===== src/verilog/touch_cmd_pkg.sv =====
// Purpose: constants for the touch button command interpreter
// Assumes: byte-level transfer port from an i2c slave front end
// Notes:   offsets, command codes and the button count live here only
package touch_cmd_pkg;
  localparam logic [7:0] OFF_BUTTON_ENABLE = 8'h06;
  localparam logic [7:0] OFF_SCAN_SELECT   = 8'h81;
  localparam logic [7:0] OFF_SCAN_DATA     = 8'h82;
  localparam logic [7:0] OFF_SCAN_LAST     = 8'h87;
  localparam logic [7:0] OFF_BUTTON_STATUS = 8'h88;
  localparam logic [7:0] OFF_COMMAND       = 8'hA0;
  localparam logic [7:0] CMD_SAVE_NV       = 8'h01;
  localparam logic [7:0] CMD_LOAD_DEFAULT  = 8'h02;
  localparam logic [7:0] CMD_SOFT_RESET    = 8'h06;
  localparam logic [7:0] CMD_NORMAL_MODE   = 8'h07;
  localparam logic [7:0] CMD_SETUP_MODE    = 8'h08;
  localparam logic [7:0] RST_BUTTON_ENABLE = 8'h00;
  localparam logic [7:0] RST_SCAN_SELECT   = 8'h01;
  localparam logic [7:0] DEFAULT_ENABLE    = 8'h00;
  localparam logic [7:0] RD_ZERO           = 8'h00;
  localparam logic [1:0] SLEEP_512HZ       = 2'h1;
  localparam logic [1:0] SLEEP_64HZ        = 2'h2;
  localparam int         NUM_BUTTONS       = 8;
endpackage : touch_cmd_pkg


===== src/verilog/touch_button_host_commands.sv =====
// Purpose: command register and scan result window of a touch button chip
// Assumes: an i2c slave front end delivers start, address-match and bytes
// Notes:   state is one packed struct; all outputs come from flip-flops
// Operation
// - code 08 enters setup; reset needs setup
// - code 07 returns to normal mode
// - code 02 loads factory defaults into ram
// - code 01 saves working config to nonvolatile
// - save fails at 512 or 64 hz sleep
// - button enable write only in setup mode
// - one-hot select at 81 picks scan button
// - offset-only write sets the read pointer
// - six bytes from 82 give scan words
// - read at 88 returns button status
// - transfer is address, offset, then data bytes
`timescale 1ns/100ps
module touch_button_host_commands
  import touch_cmd_pkg::*;
(
  input  wire logic                   ref_clk,
  input  wire logic                   sys_rst,
  input  wire logic                   clk_en,
  input  wire logic                   xfer_start,
  input  wire logic                   wr_valid,
  input  wire logic [7:0]             wr_byte,
  input  wire logic                   rd_req,
  input  wire logic [1:0]             sleep_rate,
  input  wire logic                   nv_busy,
  input  wire logic [NUM_BUTTONS-1:0] touch_state,
  input  wire logic [15:0]            baseline_in,
  input  wire logic [15:0]            diff_count_in,
  input  wire logic [15:0]            raw_count_in,
  output logic      [7:0]             rd_byte,
  output logic                        rd_valid,
  output logic                        setup_mode,
  output logic      [7:0]             button_enable,
  output logic      [7:0]             scan_select,
  output logic                        nv_save_pulse,
  output logic                        nv_save_fail,
  output logic                        soft_reset_pulse
);
  typedef enum logic [2:0] {
    PH_IDLE   = 3'b001,
    PH_OFFSET = 3'b010,
    PH_DATA   = 3'b100
  } phase_e;

  typedef struct packed {
    phase_e     phase;
    logic [7:0] ptr;
    logic       setup;
    logic [7:0] enable;
    logic [7:0] select;
    logic [7:0] rdata;
    logic       rvalid;
    logic       save;
    logic       fail;
    logic       srst;
  } state_s;

  state_s cur_q;
  state_s nxt_d;

  // byte of the scan window for a pointer in 82..87, msb first
  function automatic logic [7:0] scan_byte(input logic [7:0] p,
      input logic [15:0] b, input logic [15:0] d, input logic [15:0] r);
    logic [7:0] idx;
    idx = p - OFF_SCAN_DATA;
    case (idx)
      8'h00:   scan_byte = b[15:8];
      8'h01:   scan_byte = b[7:0];
      8'h02:   scan_byte = d[15:8];
      8'h03:   scan_byte = d[7:0];
      8'h04:   scan_byte = r[15:8];
      8'h05:   scan_byte = r[7:0];
      default: scan_byte = RD_ZERO;
    endcase
  endfunction : scan_byte

  // read decode; unmapped or write-only offsets read zero
  function automatic logic [7:0] read_mux(input state_s s,
      input logic [NUM_BUTTONS-1:0] t, input logic [15:0] b,
      input logic [15:0] d, input logic [15:0] r);
    if (s.ptr == OFF_BUTTON_ENABLE)
      read_mux = s.enable;
    else if (s.ptr == OFF_SCAN_SELECT)
      read_mux = s.select;
    else if (s.ptr >= OFF_SCAN_DATA && s.ptr <= OFF_SCAN_LAST)
      read_mux = scan_byte(s.ptr, b, d, r);
    else if (s.ptr == OFF_BUTTON_STATUS)
      read_mux = t;
    else
      read_mux = RD_ZERO;
  endfunction : read_mux

  // transfer sequencing, register writes and command decode
  always_comb begin
    nxt_d        = cur_q;
    nxt_d.rvalid = 1'b0;
    nxt_d.save   = 1'b0;
    nxt_d.srst   = 1'b0;
    if (xfer_start) begin
      nxt_d.phase = PH_OFFSET;
    end else if (wr_valid) begin
      case (cur_q.phase)
        PH_OFFSET: begin
          nxt_d.ptr   = wr_byte;
          nxt_d.phase = PH_DATA;
        end
        PH_DATA: begin
          nxt_d.ptr = cur_q.ptr + 8'h01;
          case (cur_q.ptr)
            OFF_BUTTON_ENABLE: begin
              // silently dropped outside setup mode
              if (cur_q.setup)
                nxt_d.enable = wr_byte;
            end
            OFF_SCAN_SELECT: nxt_d.select = wr_byte;
            OFF_COMMAND: begin
              case (wr_byte)
                CMD_SETUP_MODE:   nxt_d.setup = 1'b1;
                CMD_NORMAL_MODE:  nxt_d.setup = 1'b0;
                CMD_LOAD_DEFAULT: nxt_d.enable = DEFAULT_ENABLE;
                CMD_SAVE_NV: begin
                  // a save while one runs is the host's fault; dropped
                  if (!nv_busy) begin
                    if (sleep_rate == SLEEP_512HZ ||
                        sleep_rate == SLEEP_64HZ)
                      nxt_d.fail = 1'b1;
                    else begin
                      nxt_d.save = 1'b1;
                      nxt_d.fail = 1'b0;
                    end
                  end
                end
                CMD_SOFT_RESET: begin
                  if (cur_q.setup) begin
                    nxt_d.srst   = 1'b1;
                    nxt_d.setup  = 1'b0;
                    nxt_d.select = RST_SCAN_SELECT;
                  end
                end
                default: ;
              endcase
            end
            default: ;
          endcase
        end
        default: ;
      endcase
    end else if (rd_req) begin
      nxt_d.rdata  = read_mux(cur_q, touch_state, baseline_in,
                              diff_count_in, raw_count_in);
      nxt_d.rvalid = 1'b1;
      nxt_d.ptr    = cur_q.ptr + 8'h01;
      nxt_d.phase  = PH_IDLE;
    end
  end

  // single state register, frozen while clk_en is low
  always_ff @(posedge ref_clk or posedge sys_rst) begin
    if (sys_rst) begin
      cur_q.phase  <= PH_IDLE;
      cur_q.ptr    <= RD_ZERO;
      cur_q.setup  <= 1'b0;
      cur_q.enable <= RST_BUTTON_ENABLE;
      cur_q.select <= RST_SCAN_SELECT;
      cur_q.rdata  <= RD_ZERO;
      cur_q.rvalid <= 1'b0;
      cur_q.save   <= 1'b0;
      cur_q.fail   <= 1'b0;
      cur_q.srst   <= 1'b0;
    end else if (clk_en) begin
      cur_q <= nxt_d;
    end
  end

  assign rd_byte          = cur_q.rdata;
  assign rd_valid         = cur_q.rvalid;
  assign setup_mode       = cur_q.setup;
  assign button_enable    = cur_q.enable;
  assign scan_select      = cur_q.select;
  assign nv_save_pulse    = cur_q.save;
  assign nv_save_fail     = cur_q.fail;
  assign soft_reset_pulse = cur_q.srst;

  // load-default may rewrite the enable in either mode; only writes gated
  a_enable_setup_only: assert property (
    @(posedge ref_clk) disable iff (sys_rst)
    (clk_en && !cur_q.setup && !(wr_valid && !xfer_start
      && cur_q.phase == PH_DATA && cur_q.ptr == OFF_COMMAND
      && wr_byte == CMD_LOAD_DEFAULT)) |=> $stable(button_enable))
    else $error("button enable changed outside setup mode");

  a_reset_needs_setup: assert property (
    @(posedge ref_clk) disable iff (sys_rst)
    soft_reset_pulse |-> !setup_mode && $past(setup_mode))
    else $error("soft reset issued without setup mode");

  a_save_not_slow: assert property (
    @(posedge ref_clk) disable iff (sys_rst)
    nv_save_pulse |-> $past(sleep_rate) != SLEEP_512HZ
                   && $past(sleep_rate) != SLEEP_64HZ)
    else $error("save issued at forbidden sleep rate");

  a_read_advances: assert property (
    @(posedge ref_clk) disable iff (sys_rst)
    (clk_en && rd_req && !wr_valid && !xfer_start)
      |=> rd_valid && cur_q.ptr == $past(cur_q.ptr) + 8'h01)
    else $error("read pointer did not advance");

  a_offset_sets_ptr: assert property (
    @(posedge ref_clk) disable iff (sys_rst)
    (clk_en && wr_valid && !xfer_start && cur_q.phase == PH_OFFSET)
      |=> cur_q.ptr == $past(wr_byte) && cur_q.phase == PH_DATA)
    else $error("offset byte did not load read pointer");

  a_status_read: assert property (
    @(posedge ref_clk) disable iff (sys_rst)
    (clk_en && rd_req && !wr_valid && !xfer_start
      && cur_q.ptr == OFF_BUTTON_STATUS) |=> rd_byte == $past(touch_state))
    else $error("status read returned wrong byte");

  a_normal_cmd: assert property (
    @(posedge ref_clk) disable iff (sys_rst)
    (clk_en && wr_valid && !xfer_start && cur_q.phase == PH_DATA
      && cur_q.ptr == OFF_COMMAND && wr_byte == CMD_NORMAL_MODE)
      |=> !setup_mode)
    else $error("normal mode command ignored");

  a_setup_cmd: assert property (
    @(posedge ref_clk) disable iff (sys_rst)
    (clk_en && wr_valid && !xfer_start && cur_q.phase == PH_DATA
      && cur_q.ptr == OFF_COMMAND && wr_byte == CMD_SETUP_MODE)
      |=> setup_mode)
    else $error("setup mode command ignored");

  a_select_write: assert property (
    @(posedge ref_clk) disable iff (sys_rst)
    (clk_en && wr_valid && !xfer_start && cur_q.phase == PH_DATA
      && cur_q.ptr == OFF_SCAN_SELECT) |=> scan_select == $past(wr_byte))
    else $error("scan select not written");
endmodule : touch_button_host_commands


===== config.mk =====
export PLATFORM = sky130hd
export DESIGN_NAME = touch_button_host_commands
export DESIGN_NICKNAME = d
export VERILOG_FILES = /design/src/verilog/touch_cmd_pkg.sv /design/src/verilog/touch_button_host_commands.sv
export SDC_FILE = /design/constraint.sdc
export NUM_CORES = 1
export LEC_CHECK = 0
export BUFFER_PORTS_ARGS = -buffer_cell sky130_fd_sc_hd__buf_2
export CORE_UTILIZATION = 40
export DETAILED_ROUTE_END_ITERATION = 7
export GPL_TIMING_DRIVEN = 0
export PLACE_DENSITY = 0.66
export SYNTH_ARGS = -nofsm -noshare
export SYNTH_HDL_FRONTEND = slang
export SYNTH_SLANG_ARGS = --single-unit

===== constraint.sdc =====
create_clock -name ref_clk -period 3.5 [get_ports ref_clk]
set_input_delay 0.7 -clock ref_clk [delete_from_list [all_inputs] [get_ports ref_clk]]
set_output_delay 0.7 -clock ref_clk [all_outputs]
set_load 0.05 [all_outputs]

==> impl_metrics.toml, run 1 <==
[synth]
ys_async_sr_fraction_pct = 100
syn_area_mm2 = 0.00291
yosysUniqueCellTypes = 54
synth_area_per_cell_um2 = 8.81
syn_nets = 409
ys_warn_count = 0
yosys_most_used_dff = "dfrtp_1"
synth_top_area_share_pct = 32.7
syn-instance-count = 330
ys_seq_area_share_pct = 34.5
synth-edff-count = 0
synth_top_cell_by_area = "dfrtp_1"
ys_ff_latch = 40
yosys-top-cells-area = "dfrtp_1, buf_4, mux2_2, nand2_1, a21oi_1"

[routing]
drt_iter0_drc = 177
dr_total_vias = 2951
drt_pass1_iterations = 4
vias_per_cell = 5.52
drc = 0
antenna_left = 0
wl_um = 8470
post_drt_wl_per_cell_um = 15.8

[sta]
whs_ns = 0.512
rsz0062_at_grt = "false"
finalSetupViolations = 0
slew_headroom_pct = 40.8
fin_crit_ns = 2.84
hold_viol = 0
drv_slew = 0
fmax_mhz = 352
finClkSkew_ns = 0.00647
tightest_slew_ns = 0.886
finalCritPeriodShare_pct = 81.2
setup_ws_ns = 0.659
timing.setup.tns_ns = 0

[setup_path]
startpoint_type = "flop"
critical_path_class = "flop to flop"
cp.arrival_ns = 3.05
timing.rr.start = "cur_q[29]"
path_max_fanout = 10
critPathRequiredTime_ns = 3.70
endpoint_kind = "flop"
crit_start = "cur_q[29]"

[global_route]
grt_pass1_wl_um = 13100
grt_pass1_vias = 2622
grt_usage_pct = 22.2
overflow = 0
antenna_found_initial = 0
grt_max_degree = 41

[place]
gp_congestion = 0.834
hpwlAfterDp_um = 6500
io_buffers = 101
dpl_worst_slack_ns = 0.680

[floorplanning]
die_h_um = 87.3
core_area_mm2 = 0.00691
start_util_pct = 42.1
dieArea_mm2 = 0.00761
fp.dieW_um = 87.3
io_pins = 102
placementRows = 30

[run]
drv_cap = 0

[clock_network]
cts_made_buffers = 5
root_buffer = "clkbuf_8"
clkLatencyLatePin_ns = 0.29
hold_buffers = 0
cts_sinks = 40
htree_levels = 2
clk_pin_slew_ns = 0.08
clockBufferDepth = 2
cts_resized = 0
post_cts_buffers = 0
cts_tree = "built"

[power_and_ir_drop]
power_frac_clock_pct = 20.5
p_leak_uw = 0.00169
p_seq_share_pct = 32.1
power.switching_uw = 775
sw_frac_of_total_pct = 42.0
irDropWorstVdd_uv = 263
p_comb_share_pct = 47.4
p_int_uw = 1070
p_per_area_mw_per_mm2 = 507

[finish]
drive_above_1_share_pct = 36.2
nets = 517
areaGrowthSynthToFinish_pct = 25.2
fin_util_pct = 52.7
antenna_cells = 0

[min_path]
min_from = "rd_byte[7]"
hold_path_class = "flop to flop"

[status]
status = "completed"
==> metal layers <==
metal	GRT usage, %	share of wire (%)	vias to the layer above
met5	0	0	-
met4	6.41	1.4	0
met3	3.32	5.9	10
met2	34.2	48	115
met1	32.1	45	1395
li1	-	-	1431
==> cells in the mapped netlist (2+ instances only) <==
library cell  count
ha_1              6
a22oi_1          12
mux2_2           16
nor2_1           11
nand3b_1          2
mux2i_1           4
o2bb2ai_1         7
nor3b_1           2
nand2b_1          5
dfstp_2           2
a311oi_1          6
clkbuf_1         20
or4_1             2
nor3_1            2
nand4_1           2
o21ai_0          23
buf_4            24
o21bai_1          5
a21oi_1          23
and2_1            8
o22ai_1           5
a221o_1           6
nor2b_1           2
inv_1            13
nand2_1          33
dfrtp_1          38
a31oi_1          10
a221oi_1          8
and3b_1           2
nand3_1           7
==> power groups by stage <==
stage | Combinational, µW | Clock (µW) | Sequential, µW
2_1_floorplan | 647 | 0 | 579
3_3_place_gp | 842 | 0 | 597
3_5_place_dp | 854 | 0 | 600
4_1_cts | 861 | 385 | 591
5_1_grt | 974 | 412 | 603
6_report | 875 | 379 | 592
==> worst paths after layout <==
check	to	slack (ns)	cells after the start
min in group asynchronous	scan_select[2]	0.58	2
max in group asynchronous	nv_save_pulse	2.35	2
min	rd_byte[7]	0.51	2
max reg2reg	rd_byte[1]	0.66	7
min reg2reg	rd_byte[7]	0.51	2
max	rd_byte[1]	0.66	7
==> cells in the final DEF (no fill, tap or decap), drive strengths merged, types with 4 or more instances in the layout <==
cell,instances
a21oi,24
o21ai,23
dfrtp,38
nand2,33
mux2i,4
ha,6
inv,13
and2,8
o21bai,5
clkbuf,26
o22ai,5
o2bb2ai,7
nor2,11
nand3,7
nand2b,5
a311oi,6
a31oi,10
a221o,6
buf,126
a22oi,12
a221oi,8
mux2,16
==> cell families (layout without fill, tap and decap cells) <==
family                   count (synthesis)  after routing  synth area share [%]
AO/OA/AOI/OAI                          118            118                  28.1
AND/OR/NAND/NOR                         86             86                  16.0
buffers and inverters                   58            167                  10.6
flip-flops                              40             40                  34.5
multiplexers                            20             20                  7.57
adder cells (fa/ha/maj)                  6              6                  2.58
XOR/XNOR                                 2              2                 0.603
==> state kept, by name, summed over array words and instances (netlist names) <==
| register | flops |
|---|---|
| button_enable | 8 |
| setup_mode | 1 |
| nv_save_fail | 1 |
| soft_reset_pulse | 1 |
| cur_q | 11 |
| scan_select | 8 |
| nv_save_pulse | 1 |
| rd_byte | 8 |
| rd_valid | 1 |
==> final cells by class <==
class | instances | area (µm²)
plain buffers | 45 | 260
fillers | 699 | 3270
clock inverters | 2 | 35.0
flip-flops and latches | 40 | 1000
well taps | 96 | 120
multi-input cells | 232 | 1600
clock buffers | 6 | 72.6
inverters | 13 | 48.8
repair buffers | 101 | 505
==> stage by stage <==
step,std cells,instance area [µm²],power [µW]
finish,535,3640,1850
CTS,535,3640,1840
global placement,527,3530,1440
global route,535,3640,1990
detailed placement,527,3530,1450
floorplan,330,2910,1230
==> critical path, cell delays in order, from the launching register on <==
cell and delay, ns:
dfrtp_1 0.48, inv_1 0.10, ha_1 0.20, clkbuf_1 0.23, o311ai_1 0.65, clkbuf_1 0.41
o21ai_0 0.39, o21ai_0 0.29
Power figures use the tool's default switching activity.
==> run 2: changes to the inputs <==
- clock period: 3.5 -> 2.7 ns (I/O delays scaled with it)
==> impl_metrics.toml, run 2 (same netlist as run 1, synthesis figures left out) <==
[status]
status = "completed"

[setup_path]
ff2ff_setup_slack_ns = 0.1
endpoint_kind = "flop"
critPathRequiredTime_ns = 2.88
startpoint_type = "flop"
path_max_fanout = 9
path_buf_inv = 3
critical_path_class = "flop to flop"
crit_start = "cur_q[30]"
crit_path_frequent_cell = "or3_4"
cp.arrival_ns = 2.78
max_stage_delay_ns = 0.46
path_delay_family = "simple AND/OR/NAND/NOR gates"
path_cells = "inv_2 > ha_1 > clkbuf_4 > nand4bb_1 > or3_4 > or3_4 > a21oi_4 > buf_12 > mux2_2"
timing.rr.start = "cur_q[30]"
critPathSlowestCell = "dfrtp_2"

[place]
io_buffers = 101
hpwlAfterDp_um = 6500
dpl_worst_slack_ns = -0.120
gp_congestion = 0.834

[clock_network]
cts_tree = "built"
clkLatencyLatePin_ns = 0.29
clockBufferDepth = 2
clk_pin_slew_ns = 0.08
cts_made_buffers = 5
htree_levels = 2
root_buffer = "clkbuf_8"
cts_sinks = 40

[routing]
drc = 0
dr_total_vias = 2987
drt_iter0_drc = 184
antenna_left = 0
post_drt_wl_per_cell_um = 15.9
vias_per_cell = 5.55
drt_pass1_iterations = 7
wl_um = 8530

[sta]
slew_headroom_pct = 40.4
tightest_slew_ns = 0.892
hold_viol = 0
rsz0062_at_grt = "false"
finalCritPeriodShare_pct = 96.3
whs_ns = 0.427
finalSetupViolations = 0
setup_ws_ns = 0.0989
fin_crit_ns = 2.60
drv_slew = 0
finClkSkew_ns = 0.00867
fmax_mhz = 384

[finish]
regMostFlops = "cur_q"
layout_commonest_cell = "buf_2"
nets = 520
layout_common_cells = "buf_2, dfrtp_1, nand2_1"
n_fill_cell = 698
areaGrowthSynthToFinish_pct = 27.5
drive_above_1_share_pct = 39.1
antenna_cells = 0
largest_register_ffs = 11

[power_and_ir_drop]
p_seq_share_pct = 31.3
power_frac_clock_pct = 19.9
p_int_uw = 1440
power.switching_uw = 1020
p_comb_share_pct = 48.8
irDropWorstVdd_uv = 341
sw_frac_of_total_pct = 41.4
p_per_area_mw_per_mm2 = 663
p_leak_uw = 0.00173

[floorplanning]
core_area_mm2 = 0.00691
start_util_pct = 42.1
die_h_um = 87.3
io_pins = 102
fp.dieW_um = 87.3
placementRows = 30
dieArea_mm2 = 0.00761

[global_route]
antenna_found_initial = 0
grt_pass1_wl_um = 13200
grt_usage_pct = 22.3
grt_max_degree = 41
overflow = 0
grt_pass1_vias = 2633

[run]
drv_cap = 0

[min_path]
hold_path_class = "input port to asynchronous set/reset pin"
==> run 2: changes by cell type in the layout (fill, tap and decap cells not counted), moves of 2 or more <==
cell      before  now
buf_4         24   29
clkbuf_1      21   16
clkbuf_2       0    2
dfrtp_1       38   36
dfrtp_2        0    2
==> run 2: stage by stage <==
stage	setup TNS [ns]	instance area, µm²	std cells	power [µW]	util, %
floorplan	0	2910	330	1590	-
detailed placement	-1.20	3530	527	1890	51.2
global placement	-0.595	3530	527	1870	51.2
CTS	0	3670	536	2390	53.2
global route	0	3710	538	2650	53.7
finish	0	3710	538	2460	53.7
==> run 2: layout make-up <==
| type | count | area, µm² | share of cell area [%] |
|---|---|---|---|
| multi-input cells | 232 | 1610 | 43.4 |
| plain buffers | 42 | 254 | 6.85 |
| repair buffers | 107 | 563 | 15.2 |
| clock inverters | 2 | 35.0 | 0.945 |
| flip-flops and latches | 40 | 1010 | 27.1 |
| clock buffers | 6 | 72.6 | 1.96 |
| well taps | 96 | 120 | 3.24 |
| inverters | 13 | 48.8 | 1.32 |
==> run 2: worst paths after layout <==
kind | endpoint | depth (start not counted)
min reg2reg | rd_byte[7] | 2
max in group asynchronous | cur_q[29] | 2
min in group ref_clk | cur_q[37] | 2
max reg2reg | button_enable[3] | 9
min | scan_select[2] | 2
max | button_enable[3] | 9
==> run 2: power groups by stage <==
stage / clock [µW] / sequential, µW / combinational [µW]
global route: 533 / 781 / 1330
floorplan: 0 / 751 / 839
global placement: 0 / 775 / 1090
finish: 488 / 770 / 1200
CTS: 499 / 772 / 1120
detailed placement: 0 / 778 / 1110
==> run 2: worst register-to-register path: stages (launching register included) <==
cell	delay (ns)
dfrtp_2	0.46
inv_2	0.09
ha_1	0.13
clkbuf_4	0.19
nand4bb_1	0.16
or3_4	0.42
or3_4	0.40
a21oi_4	0.16
buf_12	0.15
mux2_2	0.33
==> run 2: timing repair <==
item,CTS,global route
pin swaps,1,0
gates cloned,0,0
setup buffers,1,5
hold buffers,0,0
gates resized for setup,3,9
setup endpoints to repair,14,23
==> run 2: routing by layer <==
layer / part of all wire (%) / vias to the layer above / track usage, %
met4: 1.3 / 0 / 6.41
met3: 5.4 / 8 / 3.32
met1: 45 / 1430 / 32.1
li1: - / 1438 / -
met2: 48 / 111 / 34.7
met5: 0 / - / 0
==> run 3: changes to the inputs <==
- ABC_AREA: default -> 1
- PLACE_DENSITY: 0.66 -> default
==> impl_metrics.toml, run 3 <==
[sta]
finalCritPeriodShare_pct = 87.5
fin_crit_ns = 2.36
finalSetupViolations = 0
fmax_mhz = 423
timing.setup.tns_ns = 0
hold_viol = 0
slew_headroom_pct = 40.9
finClkSkew_ns = 0.00781
tightest_slew_ns = 0.885
drv_slew = 0
rsz0062_at_grt = "false"

[finish]
antenna_cells = 0
layout_common_cells = "nand2_1, buf_2, nor2_1"
largest_register_ffs = 11
layout_commonest_cell = "nand2_1"
areaGrowthSynthToFinish_pct = 21.8
regMostFlops = "cur_q"
drive_above_1_share_pct = 31.1
n_fill_cell = 863
nets = 679

[setup_path]
r2r_end = "button_enable[0]"
path_max_fanout = 10
startpoint_type = "flop"
endpoint_kind = "flop"
ff2ff_setup_slack_ns = 0.34
cp.arrival_ns = 2.53
critPathRequiredTime_ns = 2.87
ff2ff_path_depth = 10
timing.rr.start = "cur_q[30]"
critical_path_class = "flop to flop"

[place]
io_buffers = 101
hpwlAfterDp_um = 7480
gp_congestion = 0.906

[synth]
ys_ff_latch = 40
netlist_top_cells_count = "nand2_1, nor2_1, inv_1, nand4_1, dfrtp_1"
ys_warn_count = 0
synth_top_area_share_pct = 28.2
synth-edff-count = 0
ys_async_sr_fraction_pct = 100
ys_seq_area_share_pct = 29.8
syn_area_mm2 = 0.00337
synth-compound-area-share_pct = 9.73
yosys_most_used_dff = "dfrtp_1"
synth_top_cell_by_area = "dfrtp_1"
synthAdderAreaFrac_pct = 2.23
syn_nets = 570
synth_mux_area_share_pct = 0
yosys-top-cells-area = "dfrtp_1, nand2_1, nand4_1, nor2_1, buf_4"
synth-simple-area-share_pct = 42.3
synth_area_per_cell_um2 = 6.86
synth_top_family_by_area = "simple AND/OR/NAND/NOR gates"
yosysUniqueCellTypes = 42
synth-xor-area-share_pct = 0.780
yosysMostFrequentCell = "nand2_1"
syn-instance-count = 491

[power_and_ir_drop]
p_leak_uw = 0.00230
irDropWorstVdd_uv = 464
p_per_area_mw_per_mm2 = 646
fin_total_pwr_uw = 2650

[global_route]
grt_usage_pct = 22.6
overflow = 0
grt_pass1_wl_um = 15500
grt_pass1_vias = 3230
grt_max_degree = 41
antenna_found_initial = 0

[clock_network]
post_cts_buffers = 0
cts_sinks = 40
clk_pin_slew_ns = 0.08
cts_made_buffers = 5
cts_tree = "built"
htree_levels = 2
root_buffer = "clkbuf_8"
clockBufferDepth = 2
cts_resized = 0
hold_buffers = 0
clkLatencyLatePin_ns = 0.30

[routing]
drt_iter0_drc = 172
drt_pass1_iterations = 4
antenna_left = 0
vias_per_cell = 4.93
wl_um = 9530
post_drt_wl_per_cell_um = 13.5
dr_total_vias = 3479
drc = 0

[status]
status = "completed"

[floorplanning]
fp.dieW_um = 93.8
core_area_mm2 = 0.00818
die_h_um = 93.8
io_pins = 102
start_util_pct = 41.2
dieArea_mm2 = 0.00879
placementRows = 33

[min_path]
hold_path_class = "input port to asynchronous set/reset pin"

[run]
drv_cap = 0
==> run 3: cell type report <==
| class | instances | area [µm²] | area share (%) |
|---|---|---|---|
| multi-input combinational | 361 | 1850 | 45.2 |
| inverter | 50 | 190 | 4.63 |
| buffer | 40 | 323 | 7.87 |
| sequential | 40 | 1000 | 24.5 |
| tap | 105 | 131 | 3.20 |
| clock buffer | 8 | 90.1 | 2.20 |
| timing repair buffer | 102 | 513 | 12.5 |
==> run 3: worst max path at each step <==
stage | startpoint | end | slack [ns]
CTS | cur_q[29] | button_enable[0] | 0.26
global placement | cur_q[29] | button_enable[0] | 0.31
global route | cur_q[30] | rd_byte[6] | 0.20
finish | cur_q[30] | button_enable[0] | 0.34
detailed placement | cur_q[29] | button_enable[0] | 0.28
floorplan | cur_q[30] | scan_select[1] | 0.72
==> run 3: critical path, stage by stage (launching register included) <==
cell and delay (ns):
dfrtp_1 0.43, inv_1 0.22, ha_1 0.19, inv_1 0.09, nor4_4 0.47, inv_2 0.17
o21ai_2 0.10, nand3_2 0.17, buf_2 0.26, nand2_1 0.08, o31ai_1 0.06
==> run 3: per-stage QoR <==
| stage | hold WS, ns | cell area [µm²] | setup WS, ns | utilization, % | std cells |
|---|---|---|---|---|---|
| finish | 0.426 | 4100 | 0.338 | 50.2 | 706 |
| global route | 0.495 | 4100 | 0.197 | 50.2 | 706 |
| CTS | 0.449 | 4100 | 0.258 | 50.1 | 705 |
| detailed placement | 0.469 | 4010 | 0.280 | 49.0 | 697 |
| global placement | 0.463 | 4010 | 0.312 | 49.0 | 697 |
| floorplan | 0.450 | 3370 | 0.721 | - | 491 |
==> run 3: kinds of logic after synthesis <==
logic type	Yosys count
and+or+nand+nor	296
AOI/OAI and AO/OA	56
xor gates and xnor gates	3
adders and majority gates	6
buffers and inverters	90
DFF	40
==> run 3: report_power, final <==
part / internal, µW / total [µW] / switching, µW
Clock: 209 / 429 / 220
Combinational: 498 / 1450 / 953
Sequential: 682 / 772 / 90.0
Total: 1390 / 2650 / 1260
==> run 3: metal layers <==
metal / GRT usage [%] / wire (µm) / up-vias
met4: 4.49 / 70 / 0
met2: 36.5 / 4290 / 90
met5: 0 / 0 / -
met1: 31.8 / 4700 / 1574
met3: 3.48 / 464 / 9
li1: - / - / 1806
